<file path="src/hdl/subband_port_pkg.sv">
// subband serial port constants and carrier types
// assumes 100 MHz system clock; sample timing derived inside the port
package subband_port_pkg;
    localparam int unsigned sck_per_fs   = 64;
    localparam int unsigned slot_bits    = 32;
    localparam int unsigned sample_bits  = 24;
    localparam int unsigned pad_bits     = 8;
    localparam int unsigned subbands     = 32;
    localparam int unsigned frame_l1     = 384;
    localparam int unsigned frame_l2     = 1152;
    localparam int unsigned sck_half_div = 4;
    localparam logic [5:0]  bit_last     = 6'h3f;
    localparam logic [5:0]  mark_bit     = 6'h3e;
    localparam logic [4:0]  msb_pos      = 5'h17;

    typedef struct packed {
        logic signed [23:0] left;
        logic signed [23:0] right;
    } sample_pair_t;
endpackage : subband_port_pkg

</file>
<file path="src/hdl/subband_sample_serial_port.sv">
// subband sample serial port: sends pre-synthesis samples, takes processed ones back
// assumes decoder supplies a sample pair per fs request and frame layer/mute flags
`timescale 1ns/1ps
module subband_sample_serial_port (
    // clock and reset
    input  wire logic                          clock,
    input  wire logic                          rst_b,
    // decoder side
    input  wire subband_port_pkg::sample_pair_t dec_pair,
    input  wire logic                          dec_layer2,
    input  wire logic                          dec_error,
    input  wire logic                          dec_mute,
    output logic                               pair_req_q,
    output subband_port_pkg::sample_pair_t     syn_pair_q,
    output logic                               syn_valid_q,
    output logic [4:0]                         syn_subband_q,
    // serial link, all driven here but the return line
    output logic                               subband_sck_q,
    output logic                               subband_ws_q,
    output logic                               subband_out_q,
    output logic                               subband_mute_flag_q,
    output logic                               subband_frame_mark_q,
    input  wire logic                          subband_return_in
);
    // bit clock divider state
    logic [2:0]  div_q;
    logic [2:0]  div_d;
    logic        div_wrap;
    // slot, subband and frame counters
    logic [5:0]  bit_q;
    logic [5:0]  bit_d;
    logic [4:0]  sb_q;
    logic [4:0]  sb_d;
    logic [10:0] fcnt_q;
    logic [10:0] fcnt_d;
    logic [10:0] frame_len;
    // transmit path
    logic [47:0] tx_q;
    logic [47:0] tx_d;
    logic        send_bit;
    logic        out_next;
    // receive path
    logic [23:0] rx_q;
    logic [23:0] rx_d;
    logic [23:0] rx_left_q;
    logic [4:0]  rx_sb_q;
    logic        rin_s1_q;
    logic        rin_s2_q;
    logic        take_bit;
    // frame mark and mute
    logic        in_mute_q;
    logic        mute_next;
    // timing decodes
    logic        fall_edge;
    logic        rise_edge;
    logic [4:0]  slot_pos;
    logic        pair_end;
    logic        left_end;
    logic        frame_last;
    logic        mark_time;
    logic        mark_on;
    logic        mark_off;
    logic        ws_next;
    logic        left_done;
    logic        right_done;

    // slot positions that carry sample bits on the output line
    function automatic logic is_sample_bit(input logic [4:0] pos);
        return pos <= subband_port_pkg::msb_pos;
    endfunction : is_sample_bit

    // slot positions of sample bits at rising sck, one bit behind
    function automatic logic is_return_bit(input logic [4:0] pos);
        return (pos >= 5'h01) && (pos <= subband_port_pkg::msb_pos + 5'h01);
    endfunction : is_return_bit

    // bit clock edges, half period of sck_half_div clocks
    assign div_wrap   = (div_q == 3'(subband_port_pkg::sck_half_div - 1));
    assign div_d      = div_wrap ? 3'h0 : div_q + 3'h1;
    assign fall_edge  = subband_sck_q && div_wrap;
    assign rise_edge  = !subband_sck_q && div_wrap;

    // slot and pair position
    assign slot_pos   = bit_q[4:0];
    assign bit_d      = bit_q + 6'h01;
    assign pair_end   = (bit_q == subband_port_pkg::bit_last);
    assign left_end   = (bit_q == {1'b0, subband_port_pkg::bit_last[4:0]});
    assign ws_next    = left_end ? 1'b1 : (pair_end ? 1'b0 : subband_ws_q);

    // frame length and frame position
    assign frame_len  = dec_layer2 ? 11'(subband_port_pkg::frame_l2)
                                   : 11'(subband_port_pkg::frame_l1);
    assign frame_last = (fcnt_q >= frame_len - 11'h001);
    assign fcnt_d     = frame_last ? 11'h000 : fcnt_q + 11'h001;
    assign sb_d       = frame_last ? 5'h00 : sb_q + 5'h01;

    // mark and flag moments, one sck before ws falls
    assign mark_time  = (bit_q == subband_port_pkg::mark_bit);
    assign mark_on    = mark_time && frame_last;
    assign mark_off   = mark_time && (fcnt_q == 11'h000);
    assign mute_next  = dec_error || dec_mute;

    // transmit selection
    assign send_bit   = is_sample_bit(slot_pos);
    assign out_next   = send_bit ? tx_q[47] : 1'b0;
    assign tx_d       = pair_end ? (in_mute_q ? 48'h0 : dec_pair)
                                 : (send_bit ? {tx_q[46:0], 1'b0} : tx_q);

    // receive selection
    assign take_bit   = is_return_bit(slot_pos);
    assign rx_d       = {rx_q[22:0], rin_s2_q};
    assign left_done  = (bit_q == 6'h19);
    assign right_done = (bit_q == 6'h39);

    // divider count
    always_ff @(posedge clock or negedge rst_b) begin
        if (!rst_b) begin
            div_q <= 3'h0;
        end else begin
            div_q <= div_d;
        end
    end

    // bit clock at 64 fs
    always_ff @(posedge clock or negedge rst_b) begin
        if (!rst_b) begin
            subband_sck_q <= 1'b0;
        end else if (div_wrap) begin
            subband_sck_q <= !subband_sck_q;
        end
    end

    // bit position within the pair
    always_ff @(posedge clock or negedge rst_b) begin
        if (!rst_b) begin
            bit_q <= 6'h00;
        end else if (fall_edge) begin
            bit_q <= bit_d;
        end
    end

    // word select, low left, high right
    always_ff @(posedge clock or negedge rst_b) begin
        if (!rst_b) begin
            subband_ws_q <= 1'b0;
        end else if (fall_edge) begin
            subband_ws_q <= ws_next;
        end
    end

    // subband index of the pair on the line
    always_ff @(posedge clock or negedge rst_b) begin
        if (!rst_b) begin
            sb_q <= 5'h00;
        end else if (fall_edge && pair_end) begin
            sb_q <= sb_d;
        end
    end

    // pair count in frame, starts on a frame's last pair
    always_ff @(posedge clock or negedge rst_b) begin
        if (!rst_b) begin
            fcnt_q <= 11'h7ff;
        end else if (fall_edge && pair_end) begin
            fcnt_q <= fcnt_d;
        end
    end

    // transmit shift register, zeros while muted
    always_ff @(posedge clock or negedge rst_b) begin
        if (!rst_b) begin
            tx_q <= 48'h0;
        end else if (fall_edge) begin
            tx_q <= tx_d;
        end
    end

    // serial data, msb one sck after ws change, zero pad
    always_ff @(posedge clock or negedge rst_b) begin
        if (!rst_b) begin
            subband_out_q <= 1'b0;
        end else if (fall_edge) begin
            subband_out_q <= out_next;
        end
    end

    // pair request, set on the same edge that loads the pair
    always_ff @(posedge clock or negedge rst_b) begin
        if (!rst_b) begin
            pair_req_q <= 1'b0;
        end else begin
            pair_req_q <= fall_edge && pair_end;
        end
    end

    // mute state for the coming frame
    always_ff @(posedge clock or negedge rst_b) begin
        if (!rst_b) begin
            in_mute_q <= 1'b0;
        end else if (fall_edge && mark_on) begin
            in_mute_q <= mute_next;
        end
    end

    // mute flag, changes only with the mark rise
    always_ff @(posedge clock or negedge rst_b) begin
        if (!rst_b) begin
            subband_mute_flag_q <= 1'b0;
        end else if (fall_edge && mark_on) begin
            subband_mute_flag_q <= mute_next;
        end
    end

    // frame mark over the subband zero pair
    always_ff @(posedge clock or negedge rst_b) begin
        if (!rst_b) begin
            subband_frame_mark_q <= 1'b0;
        end else if (fall_edge && mark_on) begin
            subband_frame_mark_q <= 1'b1;
        end else if (fall_edge && mark_off) begin
            subband_frame_mark_q <= 1'b0;
        end
    end

    // return line synchroniser
    always_ff @(posedge clock or negedge rst_b) begin
        if (!rst_b) begin
            rin_s1_q <= 1'b0;
            rin_s2_q <= 1'b0;
        end else begin
            rin_s1_q <= subband_return_in;
            rin_s2_q <= rin_s1_q;
        end
    end

    // return shift register, pad bits ignored
    always_ff @(posedge clock or negedge rst_b) begin
        if (!rst_b) begin
            rx_q <= 24'h0;
        end else if (rise_edge && take_bit) begin
            rx_q <= rx_d;
        end
    end

    // returned left sample
    always_ff @(posedge clock or negedge rst_b) begin
        if (!rst_b) begin
            rx_left_q <= 24'h0;
        end else if (rise_edge && left_done) begin
            rx_left_q <= rx_q;
        end
    end

    // subband index of the returned pair
    always_ff @(posedge clock or negedge rst_b) begin
        if (!rst_b) begin
            rx_sb_q <= 5'h00;
        end else if (rise_edge && left_done) begin
            rx_sb_q <= sb_q;
        end
    end

    // returned pair to the synthesis filter
    always_ff @(posedge clock or negedge rst_b) begin
        if (!rst_b) begin
            syn_pair_q <= '0;
        end else if (rise_edge && right_done) begin
            syn_pair_q <= '{left: rx_left_q, right: rx_q};
        end
    end

    // returned pair strobe
    always_ff @(posedge clock or negedge rst_b) begin
        if (!rst_b) begin
            syn_valid_q <= 1'b0;
        end else begin
            syn_valid_q <= rise_edge && right_done;
        end
    end

    // returned pair subband
    always_ff @(posedge clock or negedge rst_b) begin
        if (!rst_b) begin
            syn_subband_q <= 5'h00;
        end else if (rise_edge && right_done) begin
            syn_subband_q <= rx_sb_q;
        end
    end
endmodule : subband_sample_serial_port

</file>
<file path="config.mk">
export PLATFORM = sky130hd
export DESIGN_NAME = subband_sample_serial_port
export DESIGN_NICKNAME = d
export VERILOG_FILES = /design/src/hdl/subband_port_pkg.sv /design/src/hdl/subband_sample_serial_port.sv
export SDC_FILE = /design/constraint.sdc
export NUM_CORES = 1
export LEC_CHECK = 0
export ABC_CLOCK_PERIOD_IN_PS = 2100
export BUFFER_PORTS_ARGS = -buffer_cell sky130_fd_sc_hd__buf_2
export CELL_PAD_IN_SITES_DETAIL_PLACEMENT = 2
export CELL_PAD_IN_SITES_GLOBAL_PLACEMENT = 2
export CORE_MARGIN = 8
export CORE_UTILIZATION = 39
export DETAILED_ROUTE_END_ITERATION = 10
export PLACE_DENSITY = 0.88
export SKIP_CTS_REPAIR_TIMING = 1
export SLEW_MARGIN = 30
export SYNTH_ARGS = -nofsm -noshare
export SYNTH_HDL_FRONTEND = slang
export SYNTH_SLANG_ARGS = --single-unit
export TNS_END_PERCENT = 10
</file>
<file path="constraint.sdc">
create_clock -name clock -period 2.1 [get_ports clock]
set_input_delay 0.21 -clock clock [delete_from_list [all_inputs] [get_ports clock]]
set_output_delay 0.21 -clock clock [all_outputs]
set_load 0.005 [all_outputs]
</file>
# After elaboration in Yosys (flattened, before gate mapping)
# Index checks and enable logic that the tools add are counted.
classes:
  n_addsub: 5
  order_cmp: 4
  eq_ne: 6
  mux: 12
  n_reduce_logical: 19
op_table:
  columns: ["cell", "n"]
  rows:
  - ["48-bit 2-to-1 mux", 3]
  - ["11-bit 2-to-1 mux", 2]
  - ["6-bit == test, second input constant", 3]
  - ["6-bit by 5-bit == test with 1-bit output, second input constant", 2]
  - ["11-bit by 1-bit adder with 11-bit output, second input constant", 1]
  - ["11-bit greater-or-equal comparator", 1]
  - ["1-bit logical AND", 11]
  - ["11-bit logical NOT", 1]
  - ["11-bit by 1-bit subtractor with 11-bit output, second input constant", 1]
  - ["5-bit less-or-equal comparator, second input constant", 2]
  - ["6-bit by 1-bit adder with 6-bit output, second input constant", 1]
  - ["2-bit nonzero test", 3]
  - ["5-bit by 1-bit adder with 5-bit output, second input constant", 1]
  - ["5-bit by 1-bit greater-or-equal comparator with 1-bit output, second input constant", 1]
  - ["1-bit 2-to-1 mux", 5]
  - ["5-bit 2-to-1 mux", 1]
  - ["2-bit AND reduction", 2]
  - ["3-bit by 1-bit adder with 3-bit output, second input constant", 1]
  - ["3-bit by 2-bit == test with 1-bit output, second input constant", 1]
  - ["3-bit 2-to-1 mux", 1]
  - ["1-bit logical NOT", 1]
  - ["1-bit logical OR", 1]
word_totals:
  ff_bits: 188
  in_bits: 54
  elab_cells: 66

# Longest topological paths before layout
logic_depth:
  depth_word: 6
  depth_mapped: 8
  mapped_depth_nobuf: 6

# Least setup slack after synthesis
# OpenSTA, ideal clock, no wires.
synth_timing:
  path_kind: "register -> register"
  start: "reg bit_q[1]"
  end: "reg rx_left_q[17]"
  setup_ps: 125
  t_arrival_ps: 1795
  t_required_ps: 1975
  path_slack_ps: 180
  path_stages_with_launch: 9
  path_buffers: 2
  period_less_slack_ps: 1920
  cell_sequence: "dfrtp_1 -> inv_1 -> ha_1 -> nand4b_1 -> nor3b_1 -> nor2b_1 -> buf_4 -> buf_4 -> mux2_2"
synth_via:
  elab_chain_cells: 2
synth_rtl:
  columns: ["element", "line_no", "rtl"]
  rows:
  - ["start: declaration", "subband_sample_serial_port.sv:30", "logic [5:0] bit_q;"]
  - ["start signal: assignment", "subband_sample_serial_port.sv:138", "bit_q <= bit_d;"]
  - ["6-bit by 5-bit == test with 1-bit output", "subband_sample_serial_port.sv:112", "assign left_done = (bit_q == 6'h19);"]
  - ["1-bit logical AND", "subband_sample_serial_port.sv:249", "end else if (rise_edge && left_done) begin"]
  - ["end signal: assignment", "subband_sample_serial_port.sv:250", "rx_left_q <= rx_q;"]
  - ["end: declaration", "subband_sample_serial_port.sv:45", "logic [23:0] rx_left_q;"]
# Every way passes these cells.
# A chain may end at the register's enable or synchronous reset.

# Worst setup path after layout
layout_timing:
  start: "reg bit_q[1]"
  end: "reg rx_left_q[21]"
# Same word-level chain as after synthesis.

==> results.sh <==
export IMPL_setup_slack_ps=108
export IMPL_tightestPinTransition_ps=548
export IMPL_overflow=0
export IMPL_async_flop_share_pct=100
export IMPL_ys_ff_latch=188
export IMPL_power_mw=7.08
export IMPL_antenna_found_initial=1
export IMPL_path_clk_slew_ps=80
export IMPL_final_cells=1087
export IMPL_seq_power_share_pct=51.3
export IMPL_syn_cell_area_mm2=0.00848
export IMPL_synth_compound_area_share_pct=9.62
export IMPL_hp_start="dec_pair[0]"
export IMPL_final_antenna_net_count=0
export IMPL_stdcell_area_mm2=0.0102
export IMPL_cts_sinks=188
export IMPL_startpoint_type="register"
export IMPL_firstDrtPassIters=4
export IMPL_grt_pass1_wl_um=37000
export IMPL_area_growth_pct=20.8
export IMPL_syn_nets=737
export IMPL_critical_path_top_delay_family="simple AND/OR/NAND/NOR gates"
export IMPL_post_place_ws_ps=6.74
export IMPL_tns_ps=0
export IMPL_final_nets=858
export IMPL_crit_fanout=15
export IMPL_synth_edf_count=0
export IMPL_muxShareOfSynthArea_pct=21.3
export IMPL_fin_crit_ps=1990
export IMPL_post_drt_wl_per_cell_um=21.4
export IMPL_critical_path_slowest_cell="dfrtp_1"
export IMPL_relSlewSlack_pct=63.4
export IMPL_cp_cell_sequence="inv_1 -> ha_1 -> nand4b_1 -> nor3b_2 -> nor2b_4 -> buf_12 -> mux2_2"
export IMPL_wirelength_um=23300
export IMPL_cts_max_level=4
export IMPL_synth_top_family_by_area="multiplexers"
export IMPL_p_sw_mw=1.74
export IMPL_ys_types=50
export IMPL_initialDrtViolationCount=132
export IMPL_netlist_instances=673
export IMPL_crit_path_end_kind="register"
export IMPL_gp_congestion=0.820
export IMPL_fin_util_pct=47.5
export IMPL_vias=5831
export IMPL_cp_data_required_time_ps=2410
export IMPL_powerDensity_mw_per_mm2=691
export IMPL_synth_xor_area_share_pct=0.620
export IMPL_maxCapViolCount=0
export IMPL_fin_worst_skew_ps=12.7
export IMPL_power_frac_comb_pct=2.6
export IMPL_clockBufferDepth=2
export IMPL_setup_violations=0
export IMPL_diodes=0
export IMPL_status="finished clean"
export IMPL_die_w_um=163
export IMPL_synthAdderAreaFrac_pct=1.48
export IMPL_initial_core_util_pct=39.3
export IMPL_cts_tree="yes"
export IMPL_hold_path_class="in2reg"
export IMPL_cpPeakStageDelay_ps=400
export IMPL_grt_pass1_vias=6727
export IMPL_max_freq_ghz=0.502
export IMPL_yosys_area_share_simple_pct=5.49
export IMPL_root_buffer="clkbuf_16"
export IMPL_crit_arrival_ps=2300
export IMPL_cts_buffers=17
export IMPL_rows=54
export IMPL_leakage_nw=5.21
export IMPL_pin_count=114
export IMPL_r2r_start="bit_q[1]"
export IMPL_swShare_pct=24.6
export IMPL_crit_type="reg2reg"
export IMPL_finalCritPeriodShare_pct=94.8
export IMPL_dp_cells=1051
export IMPL_place_area_mm2=0.00953
export IMPL_io_buffers=113
export IMPL_clkPwrFrac_pct=46.1
export IMPL_vdd_drop_max_v=0.000524
export IMPL_grt_max_degree=64
export IMPL_avgSynthCellArea_um2=12.6
export IMPL_clk_latency_ps=430
export IMPL_hold_slack_ps=49.0
export IMPL_die_area_mm2=0.0267
export IMPL_coreArea_mm2=0.0216
export IMPL_die_h_um=163
export IMPL_hold_viol=0
export IMPL_seq_area_frac_synth_pct=55.7
export IMPL_layout_drive_gt1_share_pct=39.5
export IMPL_track_usage_pct=17.5
export IMPL_critPathBufInv=2
export IMPL_synth_main_ff_cell="dfrtp_1"
export IMPL_dp_hpwl_um=15800
export IMPL_slew_viol_final=0
export IMPL_yosysWarningCount=0
export IMPL_cp_startpoint="bit_q[1]"
export IMPL_viasPerCell=5.36
export IMPL_intPower_mw=5.33
export IMPL_remaining_drc_errors=0
[per-layer routing]
metal	up-vias	routed length (µm)	global-route usage, %
met5	-	12	0
li1	2661	-	-
met4	2	265	4.59
met2	115	11800	30.5
met1	3030	10200	21.3
met3	23	938	4.08
[cells in the final DEF, fill, tap and decap left out, drive strengths merged, types with 9 or more instances in the layout]
| master | count |
|---|---|
| a21oi | 49 |
| a41oi | 43 |
| buf | 144 |
| clkbuf | 21 |
| clkinv | 9 |
| dfrtp | 177 |
| dfstp | 11 |
| ha | 10 |
| inv | 64 |
| mux2 | 111 |
| mux2i | 48 |
| nand2 | 27 |
| nand3 | 11 |
| nand4 | 10 |
| o21ai | 11 |
[cells in the mapped netlist (all sizes together), types with 2 or more instances]
cell	instances	area, µm²
buf	26	194
dfrtp	177	4430
or2	2	12.5
xnor2	3	26.3
nor4	7	43.8
nand4b	3	26.3
o311ai	5	43.8
a41oi	43	377
nor2b	5	31.3
nor2	4	15.0
a21oi	49	245
dfstp	11	289
xor2	3	26.3
mux2i	48	480
mux2	111	1330
o211ai	3	22.5
nand3	11	60.1
inv	59	221
or3	2	12.5
o21ai	11	55.1
clkbuf	21	78.8
nor3	4	20.0
a211o	3	26.3
ha	10	125
nand4	10	62.6
nand2	27	104
[worst paths after layout]
kind / slack [ps] / depth (start not counted) / to
max reg2reg: 110 / 7 / rx_left_q[21]
min in group asynchronous: 330 / 2 / syn_pair_q[4]
max: 110 / 7 / rx_left_q[21]
min reg2reg: 390 / 0 / rin_s2_q
max in group asynchronous: 1030 / 3 / fcnt_q[7]
min: 50 / 3 / tx_q[0]
[state kept, by name (all words and copies together) (netlist names)]
register / flops
subband_sck_q: 1
sb_q: 5
syn_pair_q: 48
tx_q: 48
fcnt_q: 11
subband_out_q: 1
rx_left_q: 24
syn_valid_q: 1
rx_sb_q: 5
pair_req_q: 1
div_q: 3
syn_subband_q: 5
subband_frame_mark_q: 1
bit_q: 6
subband_ws_q: 1
rin_s2_q: 1
rx_q: 24
in_mute_q: 1
rin_s1_q: 1
[cell type report]
cell class	instances	area, µm²
repair buffers	149	1020
clock inverters	14	173
clock buffers	18	439
fillers	2148	11300
inverters	59	221
flip-flops and latches	188	4720
multi-input cells	379	3320
well taps	280	350
[logic make-up (layout without fill, tap and decap cells)]
| family | after synthesis | after routing |
|---|---|---|
| flip-flops | 188 | 188 |
| multiplexers | 159 | 159 |
| AO/OA/AOI/OAI | 120 | 120 |
| buffers and inverters | 106 | 240 |
| AND/OR/NAND/NOR | 84 | 84 |
| adder cells (fa/ha/maj) | 10 | 10 |
| XOR/XNOR | 6 | 6 |
[tightest hold or removal path, stage by stage]
cell and delay, ps:
buf_2 80, nand3_1 70, o21ai_0 90
[power by group through the flow]
stage	clock network [mW]	logic (mW)	registers, mW
floorplan	0	0.0227	3.70
global placement	0	0.178	3.70
detailed placement	0	0.185	3.71
CTS	3.37	0.186	3.63
global route	3.49	0.203	3.64
finish	3.26	0.182	3.63
Power figures use the tool's default switching activity.
